**config.mk**
```make
export PLATFORM = sky130hd
export DESIGN_NAME = cao_regbank
export DESIGN_NICKNAME = d
export VERILOG_FILES = /design/src/shared/cao_pkg.sv /design/src/hw/cao_sync.sv /design/src/hw/cao_hold.sv /design/src/hw/cao_regbank.sv
export SDC_FILE = /design/constraint.sdc
export NUM_CORES = 1
export LEC_CHECK = 0
export BUFFER_PORTS_ARGS = -buffer_cell sky130_fd_sc_hd__buf_2
export CORE_ASPECT_RATIO = 0.8
export CORE_MARGIN = 4
export CORE_UTILIZATION = 60
export CTS_BUF_LIST = sky130_fd_sc_hd__clkbuf_2
export DETAILED_ROUTE_END_ITERATION = 12
export PLACE_DENSITY_LB_ADDON = 0.05
export SKIP_LAST_GASP = 1
export SYNTH_ARGS = -nofsm -noshare
export SYNTH_HDL_FRONTEND = slang
export SYNTH_SLANG_ARGS = --single-unit
```
**constraint.sdc**
```tcl
create_clock -name clk -period 6 [get_ports clk]
set_input_delay 0.6 -clock clk [delete_from_list [all_inputs] [get_ports clk]]
set_output_delay 0.6 -clock clk [all_outputs]
set_load 0.01 [all_outputs]
```
**src/shared/cao_pkg.sv**
```systemverilog
// constants and types shared by the charger result and option register bank
package cao_pkg;

    // ==========================================================
    // command codes of the word registers
    localparam logic [7:0]  CAO_CMD_ACTIVE_LIMIT = 8'h22;
    localparam logic [7:0]  CAO_CMD_VOLT_POWER   = 8'h23;
    localparam logic [7:0]  CAO_CMD_BATT_CURRENT = 8'h24;
    localparam logic [7:0]  CAO_CMD_IIN_COMP     = 8'h25;
    localparam logic [7:0]  CAO_CMD_SYS_BATT     = 8'h26;
    localparam logic [7:0]  CAO_CMD_OPTION_ONE   = 8'h30;

    // ==========================================================
    // values after reset
    localparam logic [15:0] CAO_OPTION_RESET     = 16'h3300;
    localparam logic [15:0] CAO_WORD_ZERO        = 16'h0000;
    localparam logic [6:0]  CAO_LIMIT_RESET      = 7'h00;
    localparam logic [7:0]  CAO_LIMIT_LOW_BYTE   = 8'h00;
    localparam logic [7:0]  CAO_READ_FILL        = 8'h00;

    // ==========================================================
    // option register field positions
    localparam int CAO_BIT_BATT_MON_EN   = 15;
    localparam int CAO_BIT_HOT_ALERT_EN  = 14;
    localparam int CAO_BIT_PSENSE_HI     = 13;
    localparam int CAO_BIT_PSENSE_LO     = 12;
    localparam int CAO_BIT_INPUT_SHUNT   = 11;
    localparam int CAO_BIT_CHARGE_SHUNT  = 10;
    localparam int CAO_BIT_POWER_GAIN    = 9;
    localparam int CAO_BIT_FAST_COMP     = 8;
    localparam logic [1:0]  CAO_PSENSE_OFF = 2'b11;

    // ==========================================================
    // conversion and serial constants
    localparam logic [6:0]  CAO_DCHG_FULL        = 7'h7F;
    localparam logic [3:0]  CAO_BITS_PER_BYTE    = 4'h8;
    localparam logic [3:0]  CAO_BIT_CNT_ZERO     = 4'h0;
    localparam logic [6:0]  CAO_SMB_ADDR_DEFAULT = 7'h09;

    typedef enum logic [3:0] {
        CAO_IDLE,
        CAO_ADDR,
        CAO_ADDR_ACK,
        CAO_CMD,
        CAO_CMD_ACK,
        CAO_WR_DATA,
        CAO_WR_ACK,
        CAO_RD_DATA,
        CAO_RD_ACK
    } cao_smb_state_t;

endpackage

```
**src/hw/cao_sync.sv**
```systemverilog
// two flip-flop synchroniser for one pin
`timescale 1ns/1ns
module cao_sync
    import cao_pkg::*;
(
    input  wire logic clk,
    input  wire logic srst,
    input  wire logic pin_in,
    output logic      pin_sync
);

    typedef struct packed {
        logic meta;
        logic stable;
    } cao_sync_t;

    cao_sync_t st_reg;
    cao_sync_t st_next;

    // ==========================================================
    // next state
    always_comb
    begin
        st_next        = st_reg;
        st_next.meta   = pin_in;
        st_next.stable = st_reg.meta;
    end

    // idle bus level is high, so reset to high
    always_ff @(posedge clk)
    begin
        if (srst)
        begin
            st_reg <= '{meta: 1'b1, stable: 1'b1};
        end
        else
        begin
            st_reg <= st_next;
        end
    end

    assign pin_sync = st_reg.stable;

endmodule

```
**src/hw/cao_hold.sv**
```systemverilog
// result holding register, loaded on each conversion strobe
`timescale 1ns/1ns
module cao_hold
    import cao_pkg::*;
#(
    parameter int WIDTH = 16
)
(
    input  wire logic             clk,
    input  wire logic             srst,
    input  wire logic             load,
    input  wire logic [WIDTH-1:0] value_in,
    output logic      [WIDTH-1:0] value_out
);

    typedef struct packed {
        logic [WIDTH-1:0] value;
    } cao_hold_t;

    cao_hold_t st_reg;
    cao_hold_t st_next;

    // ==========================================================
    // next state
    always_comb
    begin
        st_next = st_reg;
        if (load)
        begin
            st_next.value = value_in;
        end
    end

    always_ff @(posedge clk)
    begin
        if (srst)
        begin
            st_reg <= '0;
        end
        else
        begin
            st_reg <= st_next;
        end
    end

    assign value_out = st_reg.value;

endmodule

```
**src/hw/cao_regbank.sv**
```systemverilog
// conversion result and charger option registers behind an SMBus slave
// How it works
// - input voltage code sits in upper byte of voltage/power word
// - system power code sits in lower byte, scaled by range select
// - voltage/power word is read only: input voltage high, power low
// - charge current seven bits at 14-8, bit 15 reads zero
// - discharge current seven bits at 6-0, saturating, bit 7 zero
// - input current code in upper byte, scaled by input shunt
// - comparator input code in lower byte, scaled by range select
// - system voltage code in upper byte of system/battery word
// - battery voltage code in lower byte, same scaling
// - active limit low byte reserved, reads zero
// - option register resets to 3300h
// - bit 15 enables battery current buffer, forced off in low power
// - bit 14 enables low power hot alert, default off
// - bits 13-12 pick power sensing; 11 turns it off
// - low power mode keeps power sensing and its buffer off
// - bit 11 selects input shunt value, default ten milliohm
// - bit 10 selects charge shunt value, default ten milliohm
// - bit 9 selects system power gain, default high gain
`timescale 1ns/1ns
module cao_regbank
    import cao_pkg::*;
#(
    parameter logic [6:0] SMB_ADDR = CAO_SMB_ADDR_DEFAULT
)
(
    input  wire logic       clk,
    input  wire logic       srst,
    input  wire logic       scl_in,
    input  wire logic       sda_in,
    output logic            sda_out,
    output logic            sda_oe,
    input  wire logic       adc_update,
    input  wire logic [7:0] input_voltage_code,
    input  wire logic [7:0] system_power_code,
    input  wire logic [6:0] charge_current_code,
    input  wire logic [7:0] discharge_current_code,
    input  wire logic [7:0] input_current_code,
    input  wire logic [7:0] comparator_input_code,
    input  wire logic [7:0] system_voltage_code,
    input  wire logic [7:0] battery_voltage_code,
    input  wire logic       limit_update,
    input  wire logic [6:0] active_limit_code,
    input  wire logic       lowpower_mode,
    output logic            batt_current_monitor_en,
    output logic            lowpower_hot_alert_en,
    output logic [1:0]      system_power_sense_cfg,
    output logic            system_power_sense_on,
    output logic            input_shunt_select,
    output logic            charge_shunt_select,
    output logic            system_power_gain_sel,
    output logic            fast_comp_low_shunt_en,
    output logic [7:0]      option_low_byte
);

    typedef struct packed {
        cao_smb_state_t state;
        logic [3:0]     bit_cnt;
        logic [7:0]     shift;
        logic [7:0]     tx;
        logic [7:0]     cmd;
        logic [7:0]     wr_low;
        logic [1:0]     byte_idx;
        logic           rw;
        logic [15:0]    rd_word;
        logic           scl_d;
        logic           sda_d;
        logic           sda_oe;
        logic [15:0]    option;
        logic           batt_mon_en;
        logic           psense_on;
    } cao_state_t;

    cao_state_t  st_reg;
    cao_state_t  st_next;
    logic        scl_s;
    logic        sda_s;
    logic [6:0]  dchg_sat;
    logic [63:0] adc_words;
    logic [6:0]  limit_word;
    logic [15:0] read_word;

    // ==========================================================
    // pin synchronisers
    cao_sync u_sync_scl
    (
        .clk      (clk),
        .srst     (srst),
        .pin_in   (scl_in),
        .pin_sync (scl_s)
    );
    cao_sync u_sync_sda
    (
        .clk      (clk),
        .srst     (srst),
        .pin_in   (sda_in),
        .pin_sync (sda_s)
    );

    // ==========================================================
    // result holding registers
    // saturate discharge code
    assign dchg_sat = (discharge_current_code > {1'b0, CAO_DCHG_FULL})
                    ? CAO_DCHG_FULL : discharge_current_code[6:0];

    // one strobe loads all four words, so a read never mixes two samples
    // input voltage upper
    cao_hold #(.WIDTH(64)) u_hold_adc
    (
        .clk       (clk),
        .srst      (srst),
        .load      (adc_update),
        .value_in  ({input_voltage_code, system_power_code,
                     1'b0, charge_current_code, 1'b0, dchg_sat,
                     input_current_code, comparator_input_code,
                     system_voltage_code, battery_voltage_code}),
        .value_out (adc_words)
    );

    cao_hold #(.WIDTH(7)) u_hold_limit
    (
        .clk       (clk),
        .srst      (srst),
        .load      (limit_update),
        .value_in  (active_limit_code),
        .value_out (limit_word)
    );

    // ==========================================================
    // read multiplexer
    always_comb
    begin
        read_word = CAO_WORD_ZERO;
        if (st_reg.cmd == CAO_CMD_ACTIVE_LIMIT)
        begin
            read_word = {1'b0, limit_word, CAO_LIMIT_LOW_BYTE};
        end
        else if (st_reg.cmd >= CAO_CMD_VOLT_POWER &&
                 st_reg.cmd <= CAO_CMD_SYS_BATT)
        begin
            read_word = adc_words[{2'(CAO_CMD_SYS_BATT - st_reg.cmd),
                                   4'h0} +: 16];
        end
        else if (st_reg.cmd == CAO_CMD_OPTION_ONE)
        begin
            read_word = st_reg.option;
        end
    end

    // ==========================================================
    // serial protocol and register update
    logic scl_rise;
    logic scl_fall;
    logic start_seen;
    logic stop_seen;
    assign scl_rise   = scl_s & ~st_reg.scl_d;
    assign scl_fall   = ~scl_s & st_reg.scl_d;
    assign start_seen = scl_s & st_reg.scl_d & st_reg.sda_d & ~sda_s;
    assign stop_seen  = scl_s & st_reg.scl_d & ~st_reg.sda_d & sda_s;

    always_comb
    begin
        st_next       = st_reg;
        st_next.scl_d = scl_s;
        st_next.sda_d = sda_s;
        if (start_seen)
        begin
            st_next.state   = CAO_ADDR;
            st_next.bit_cnt = CAO_BIT_CNT_ZERO;
            st_next.sda_oe  = 1'b0;
        end
        else if (stop_seen)
        begin
            st_next.state  = CAO_IDLE;
            st_next.sda_oe = 1'b0;
        end
        else
        begin
            case (st_reg.state)
                CAO_ADDR, CAO_CMD, CAO_WR_DATA:
                begin
                    if (scl_rise)
                    begin
                        st_next.shift   = {st_reg.shift[6:0], sda_s};
                        st_next.bit_cnt = st_reg.bit_cnt + 4'h1;
                    end
                    else if (scl_fall && st_reg.bit_cnt == CAO_BITS_PER_BYTE)
                    begin
                        st_next.bit_cnt = CAO_BIT_CNT_ZERO;
                        st_next.sda_oe  = 1'b1;
                        if (st_reg.state == CAO_ADDR)
                        begin
                            if (st_reg.shift[7:1] == SMB_ADDR)
                            begin
                                st_next.state   = CAO_ADDR_ACK;
                                st_next.rw      = st_reg.shift[0];
                                st_next.rd_word = read_word;
                            end
                            else
                            begin
                                st_next.state  = CAO_IDLE;
                                st_next.sda_oe = 1'b0;
                            end
                        end
                        else if (st_reg.state == CAO_CMD)
                        begin
                            st_next.state    = CAO_CMD_ACK;
                            st_next.cmd      = st_reg.shift;
                            st_next.byte_idx = 2'b00;
                        end
                        else
                        begin
                            st_next.state = CAO_WR_ACK;
                            if (st_reg.byte_idx == 2'b00)
                            begin
                                st_next.wr_low = st_reg.shift;
                            end
                            // only the option word takes writes
                            else if (st_reg.byte_idx == 2'b01 &&
                                     st_reg.cmd == CAO_CMD_OPTION_ONE)
                            begin
                                st_next.option = {st_reg.shift,
                                                  st_reg.wr_low};
                            end
                        end
                    end
                end
                CAO_ADDR_ACK:
                begin
                    if (scl_fall)
                    begin
                        if (st_reg.rw)
                        begin
                            st_next.state    = CAO_RD_DATA;
                            st_next.tx       = st_reg.rd_word[7:0];
                            st_next.sda_oe   = ~st_reg.rd_word[7];
                            st_next.byte_idx = 2'b00;
                        end
                        else
                        begin
                            st_next.state  = CAO_CMD;
                            st_next.sda_oe = 1'b0;
                        end
                    end
                end
                CAO_CMD_ACK, CAO_WR_ACK:
                begin
                    if (scl_fall)
                    begin
                        st_next.state  = CAO_WR_DATA;
                        st_next.sda_oe = 1'b0;
                        if (st_reg.state == CAO_WR_ACK &&
                            st_reg.byte_idx != 2'b10)
                        begin
                            st_next.byte_idx = st_reg.byte_idx + 2'b01;
                        end
                    end
                end
                CAO_RD_DATA:
                begin
                    if (scl_rise)
                    begin
                        st_next.bit_cnt = st_reg.bit_cnt + 4'h1;
                    end
                    else if (scl_fall)
                    begin
                        if (st_reg.bit_cnt == CAO_BITS_PER_BYTE)
                        begin
                            st_next.state   = CAO_RD_ACK;
                            st_next.sda_oe  = 1'b0;
                            st_next.bit_cnt = CAO_BIT_CNT_ZERO;
                        end
                        else
                        begin
                            st_next.tx     = {st_reg.tx[6:0], 1'b0};
                            st_next.sda_oe = ~st_reg.tx[6];
                        end
                    end
                end
                CAO_RD_ACK:
                begin
                    // a released line is the host's not-acknowledge
                    if (scl_rise && sda_s)
                    begin
                        st_next.state = CAO_IDLE;
                    end
                    else if (scl_fall)
                    begin
                        st_next.state = CAO_RD_DATA;
                        st_next.tx     = (st_reg.byte_idx == 2'b00)
                                       ? st_reg.rd_word[15:8] : CAO_READ_FILL;
                        st_next.sda_oe = ~st_next.tx[7];
                        st_next.byte_idx = 2'b01;
                    end
                end
                default:
                begin
                    st_next.sda_oe = 1'b0;
                end
            endcase
        end
        st_next.batt_mon_en = st_next.option[CAO_BIT_BATT_MON_EN]
                            & ~lowpower_mode;
        // field value 11 turns sensing off
        st_next.psense_on = (st_next.option[CAO_BIT_PSENSE_HI:
                                            CAO_BIT_PSENSE_LO]
                             != CAO_PSENSE_OFF) & ~lowpower_mode;
    end

    always_ff @(posedge clk)
    begin
        if (srst)
        begin
            st_reg          <= '0;
            st_reg.state    <= CAO_IDLE;
            st_reg.scl_d    <= 1'b1;
            st_reg.sda_d    <= 1'b1;
            st_reg.option   <= CAO_OPTION_RESET;
        end
        else
        begin
            st_reg <= st_next;
        end
    end

    // ==========================================================
    // outputs, all taken from registered state
    // pin is open drain, so the data level is always low
    assign sda_out                 = 1'b0;
    assign sda_oe                  = st_reg.sda_oe;
    assign batt_current_monitor_en = st_reg.batt_mon_en;
    assign lowpower_hot_alert_en   = st_reg.option[CAO_BIT_HOT_ALERT_EN];
    assign system_power_sense_cfg  =
        st_reg.option[CAO_BIT_PSENSE_HI:CAO_BIT_PSENSE_LO];
    assign system_power_sense_on   = st_reg.psense_on;
    assign input_shunt_select      = st_reg.option[CAO_BIT_INPUT_SHUNT];
    assign charge_shunt_select     = st_reg.option[CAO_BIT_CHARGE_SHUNT];
    assign system_power_gain_sel   = st_reg.option[CAO_BIT_POWER_GAIN];
    assign fast_comp_low_shunt_en  = st_reg.option[CAO_BIT_FAST_COMP];
    assign option_low_byte         = st_reg.option[7:0];

endmodule

```
==> reports/results.tsv, run 1 <==
metric	value	unit
antenna violations before repair	0	
post-synthesis sequential area ratio	0.437	
FMAX	304	MHz
Routed WL	16800	um
1st-iter DRT viols	538	
CTS tree	yes	
starting density of the core	0.628	
Top Ports	96	
RSZ-0062 raised after global routing	no	
first-pass GRT wire length	27300	um
die width	128	um
status	completed	
max FFs per register	62	
hpwl dp	12100	um
cts bufs inserted	17	
largest net degree at the start of global routing	92	
number of diodes	0	
setup TNS	0	ns
post-DR vias/cell	5.94	
Mean Syn Cell Area	9.39	um2
Max-Cap Viols	0	
synth top area cells	dfxtp_1, mux2i_1, nor2_1	
final hold vios	0	
Startpoint Class	flip-flop	
placed cell areas	0.00732	mm2
YS warnings	0	
PwrDens	265	mW/mm2
clk slew on worst S/H paths	0.21	ns
commonest non-fill, non-tap cell in the layout	dfxtp_1	
Synth area leader	dfxtp_1	
Finished Cell Area	0.00761	mm2
WP data arrival	3.91	ns
Synth Area in Simple Gates	0.172	
max_slew headroom	0.186	
Req. time, crit path	6.61	ns
worst-case clock buffer depth	2	
GRT Residual Overflow	0	
Async S/R FF share, synth	0	
Max Transition Viols Final	0	
Syn Inst Count	742	
Layout area overhead	9.23	%
mux share of post-synthesis cell area	0.192	
Initial DRT Pass Iterations	5	
WL/cell	17.8	um
gr usage total	0.253	
worst skew pair latency	0.69	ns
CP Class	reg -> reg	
fraction of layout cells with a size suffix above 1	0.193	
Die Y	104	um
top fanout value on the critical path	17	
Worst setup EP type	flip-flop	
Post-DRT Antenna Nets	0	
Root Buffer	clkbuf_2	
Lkg Pwr	0.00318	uW
IR drop worst, VDD	0.242	mV
Die Area	0.0134	mm2
DR vias	5629	
xor and xnor area share after synthesis	0.00251	
vias in the first global route	5256	
main flop type after synthesis	dfxtp_1	
PortBufs	94	
Synth Area in Compound Gates	0.121	
Yosys cell types	56	
post-synth top area share	0.437	
number of synthesized flops with an enable pin	0	
Layout Nets	878	
Syn Nets	830	
Core Rows	34	
Hold-fix buffers, CTS	0	
min-delay worst type	in -> reg	
post-CTS sizing	0	
largest family of logic cells by synthesized area	multiplexers	
most frequent cells in the layout	dfxtp_1, nor2_1, mux2i_1	
H-tree Lvls	4	
Layout Skew	0.0275	ns
Yosys reg bits	152	
dpl ws	2.73	ns
# clock sinks	152	
Setup Buffers After CTS	0	
Mapped Area	0.00697	mm2
GPL Wtd Cong	0.944	
adder-cell share of the synthesized area	0.0198	
fin crit share	0.549	
Period minus WS final	3.29	ns
fillers	883	
final worst slack	2.71	ns
area of the core	0.0111	mm2
DRC viols	0	
Slew @ Worst Pin	1.22	ns
hold slack	0.0948	ns
final setup vio count	0	
power by group:
part | total [uW] | leakage, uW | internal [uW] | switching, uW
Sequential | 1110 | 0.00124 | 1060 | 55.5
Clock | 656 | 0.000167 | 280 | 376
Combinational | 244 | 0.00177 | 111 | 133
through the flow:
step           total power, uW  utilization  std cells
2_1_floorplan             1300            -        742
3_3_place_gp              1360        0.659        914
3_5_place_dp              1370        0.659        914
4_1_cts                   2020        0.685        946
5_1_grt                   2100        0.685        947
6_report                  2010        0.685        947
worst max-delay path, stage by stage, from the launching register on:
cell	delay (ns)
dfxtp_1	1.05
ha_1	0.27
or3b_2	0.45
a221oi_2	0.63
and3_1	0.50
a221oi_1	0.16
a21oi_1	0.17
worst paths after layout:
kind                                            start                     to  slack [ns]  cells past startpoint
worst max-delay path                       st_reg[48]             st_reg[24]        2.71                      6
worst min-delay path                           scl_in  u_sync_scl.st_next[0]        0.09                      2
worst max register to register             st_reg[48]             st_reg[24]        2.71                      6
worst min register to register  u_sync_sda.st_next[0]    u_sync_sda.pin_sync        0.44                      1
Yosys cell counts, drive strengths merged, types with 2 or more instances:
cell type / n
and3b: 3
nor2b: 11
or3: 2
nor4b: 6
nor3b: 2
mux4: 14
nand4b: 2
a211o: 4
or4b: 2
nand3: 13
dfxtp: 152
mux2i: 101
o21ai: 22
nor4: 2
or2: 7
o211ai: 8
nand2: 17
nor2: 132
or3b: 2
and2: 4
a211oi: 10
inv: 18
o22ai: 14
buf: 27
xor2: 2
a32oi: 5
nor3: 4
nand2b: 15
nand3b: 10
clkbuf: 41
a21oi: 50
a221oi: 11
and3: 3
ha: 11
area by class of cell:
type | instances | area, um2 | share of cell area
well taps | 144 | 180 | 0.0237
inverters | 18 | 67.6 | 0.00888
multi-input cells | 504 | 3540 | 0.465
repair buffers | 97 | 498 | 0.0654
clock buffers | 18 | 90.1 | 0.0118
flip-flops and latches | 152 | 3040 | 0.400
clock inverters | 14 | 193 | 0.0253
layer usage:
layer / share of wire / track usage
met1: 0.46 / 0.359
met2: 0.46 / 0.400
met3: 0.070 / 0.0498
met4: 0.0082 / 0.0583
met5: 0 / 0
kinds of logic (layout without fill, tap and decap cells):
| logic type | count (synthesis) | count (layout) |
|---|---|---|
| xor gates and xnor gates | 2 | 2 |
| other | 1 | 1 |
| AOI/OAI and AO/OA | 133 | 133 |
| buffers and inverters | 86 | 147 |
| and+or+nand+nor | 241 | 241 |
| muxes | 116 | 116 |
| adders and majority gates | 11 | 11 |
| DFF | 152 | 152 |
No activity file was read; power rests on OpenSTA's default activity.
==> run 2, diff against run 1 <==
==> constraint.sdc (replaced) <==
create_clock -name clk -period 3.3 [get_ports clk]
set_input_delay 0.33 -clock clk [delete_from_list [all_inputs] [get_ports clk]]
set_output_delay 0.33 -clock clk [all_outputs]
set_load 0.01 [all_outputs]
==> run 2 against run 1 <==
Utilization up 7.0 points. Global-route usage increased by 3.6 points. Register-to-register slack worse by 2.1 ns. Wire length grew 13%. Combinational power is 140% higher. Clock power increased by 62%. Setup slack lost 2.1 ns. Hold slack better by 0.049 ns. Fmax rose by 22%.
==> reports/results.tsv, run 2 (synthesized netlist as in run 1, its figures left out) <==
metric	value	unit	change
status	completed		
FMAX	371	MHz	+22%
met3 Use GR	0.0647		+0.0149
Tot Pwr	3630	uW	+80%
Routed WL	19000	um	+13%
Period minus WS final	2.69	ns	-0.602 ns
clk slew on worst S/H paths	0.24	ns	+0.03 ns
WL/cell	18.4	um	+3.4%
cts bufs inserted	17		unchanged
setup TNS	0	ns	unchanged
Req. time, crit path	3.95	ns	-2.66 ns
H-tree Lvls	4		unchanged
Lkg Pwr	0.00352	uW	+11%
GRT Residual Overflow	0		unchanged
Hold-fix buffers, CTS	75		+75
antenna violations before repair	0		unchanged
Layout area overhead	20.4	%	
hpwl dp	12300	um	+1.6%
die width	128	um	unchanged
CP Class	reg -> reg		
fin crit share	0.816		+0.267
cell with the largest stage delay on the worst path	or4b_1		
Worst path max stage delay	0.47	ns	-0.58 ns
largest net degree at the start of global routing	83		-9.8%
CTS tree	yes		
PwrDens	433	mW/mm2	+64%
dpl cells	924		+1.1%
PortBufs	94		unchanged
# clock sinks	152		unchanged
post-DR vias/cell	5.78		-2.8%
first-pass GRT wire length	30600	um	+12%
Layout Skew	0.0343	ns	+0.00676 ns
Core Rows	34		unchanged
WP data arrival	3.34	ns	-0.57 ns
DRC viols	0		unchanged
fraction of layout cells with a size suffix above 1	0.185		-0.00834
RSZ-0062 raised after global routing	no		
worst path cell trace	inv_1 > ha_1 > nand4bb_1 > a2111oi_2 > or4b_1 > buf_4 > and3_1 > nor4_1		
R2R setup slack	0.61	ns	-2.10 ns
Slew @ Worst Pin	0.771	ns	-0.447 ns
vias in the first global route	5808		+11%
met1 usage	0.419		+0.0606
global route hottest layer	met2		
1st-iter DRT viols	643		+20%
max_slew headroom	0.486		+0.300
area of the core	0.0111	mm2	unchanged
number of diodes	0		unchanged
Initial DRT Pass Iterations	5		unchanged
Max Transition Viols Final	0		unchanged
Max-Cap Viols	0		unchanged
max FFs per register	62		unchanged
most frequent cells in the layout	dfxtp_1, nor2_1, mux2i_1		
IR drop worst, VDD	0.261	mV	+8.1%
min-delay worst type	in -> reg		
Setup Buffers After CTS	0		unchanged
worst skew pair latency	0.73	ns	+0.04 ns
starting density of the core	0.628		unchanged
Die Area	0.0134	mm2	unchanged
final hold vios	0		unchanged
met2 track demand over resource	0.434		+0.0338
Startpoint Class	flip-flop		
non-filler instance count after layout	1032		+9.0%
Root Buffer	clkbuf_2		
GPL Wtd Cong	0.910		-3.6%
commonest non-fill, non-tap cell in the layout	dfxtp_1		
Layout Nets	963		+9.7%
worst-case clock buffer depth	2		unchanged
Post-DRT Antenna Nets	0		unchanged
final setup vio count	0		unchanged
DR vias	5961		+5.9%
Top Ports	96		unchanged
Die Y	104	um	unchanged
Worst setup EP type	flip-flop		
top fanout value on the critical path	22		+5
post-CTS sizing	0		unchanged
gr usage total	0.289		+0.0358
## run 2: changes by cell type in the layout (fill, tap and decap cells not counted)
| cell | delta |
|---|---|
| buf_4 | +10 |
| clkinv_2 | +1 |
| clkinv_4 | +2 |
| bufinv_16 | -2 |
| dlygate4sd3_1 | +75 |
| clkinv_1 | +1 |
| inv_6 | -1 |
| clkbuf_2 | -1 |
## run 2: metrics by stage
stage                     cell area (um2)  utilization  setup WS (ns)  hold WS (ns)
after floorplan                      6970            -          0.417         0.389
after global placement               7390        0.666          0.808         0.401
after detailed placement             7390        0.666          0.658         0.401
after CTS                            8380        0.755          0.640       0.00119
after global routing                 8390        0.756          0.465        0.0911
final                                8390        0.756          0.608         0.144
## run 2: layout make-up
| class | instances | area [um2] |
|---|---|---|
| tap | 144 | 180 |
| clock inverter | 15 | 150 |
| clock buffer | 17 | 85.1 |
| multi-input combinational | 504 | 3540 |
| inverter | 18 | 67.6 |
| fill | 819 | 2710 |
| sequential | 152 | 3040 |
| timing repair buffer | 182 | 1320 |
## run 2: report_power, final
part	switching (uW)	internal, uW	total [uW]
logic	301	274	575
registers	76.2	1920	2000
clock network	705	351	1060
## run 2: final timing paths
check,end,cells past startpoint,from
worst min-delay path,st_reg[52],2,srst
worst max-delay path,system_power_sense_on,8,st_reg[20]
worst max register to register,system_power_sense_on,8,st_reg[20]
worst min register to register,u_sync_sda.pin_sync,1,u_sync_sda.st_next[0]
## run 2: layer usage
| layer | share of wire | vias to the layer above | wire length [um] |
|---|---|---|---|
| met3 | 0.066 | 30 | 1240 |
| met5 | 0 | - | 0 |
| met4 | 0.017 | 0 | 330 |
| met2 | 0.45 | 223 | 8580 |
| li1 | - | 2882 | - |
| met1 | 0.47 | 2826 | 8820 |
## run 2: critical path: cells and delay by family, from the launching register on
kind | cells | cell delay, ns
compound gates | 1 | 0.42
fa+ha+maj | 1 | 0.32
buf+inv | 2 | 0.31
flops | 1 | 0.41
simple gates | 4 | 1.16
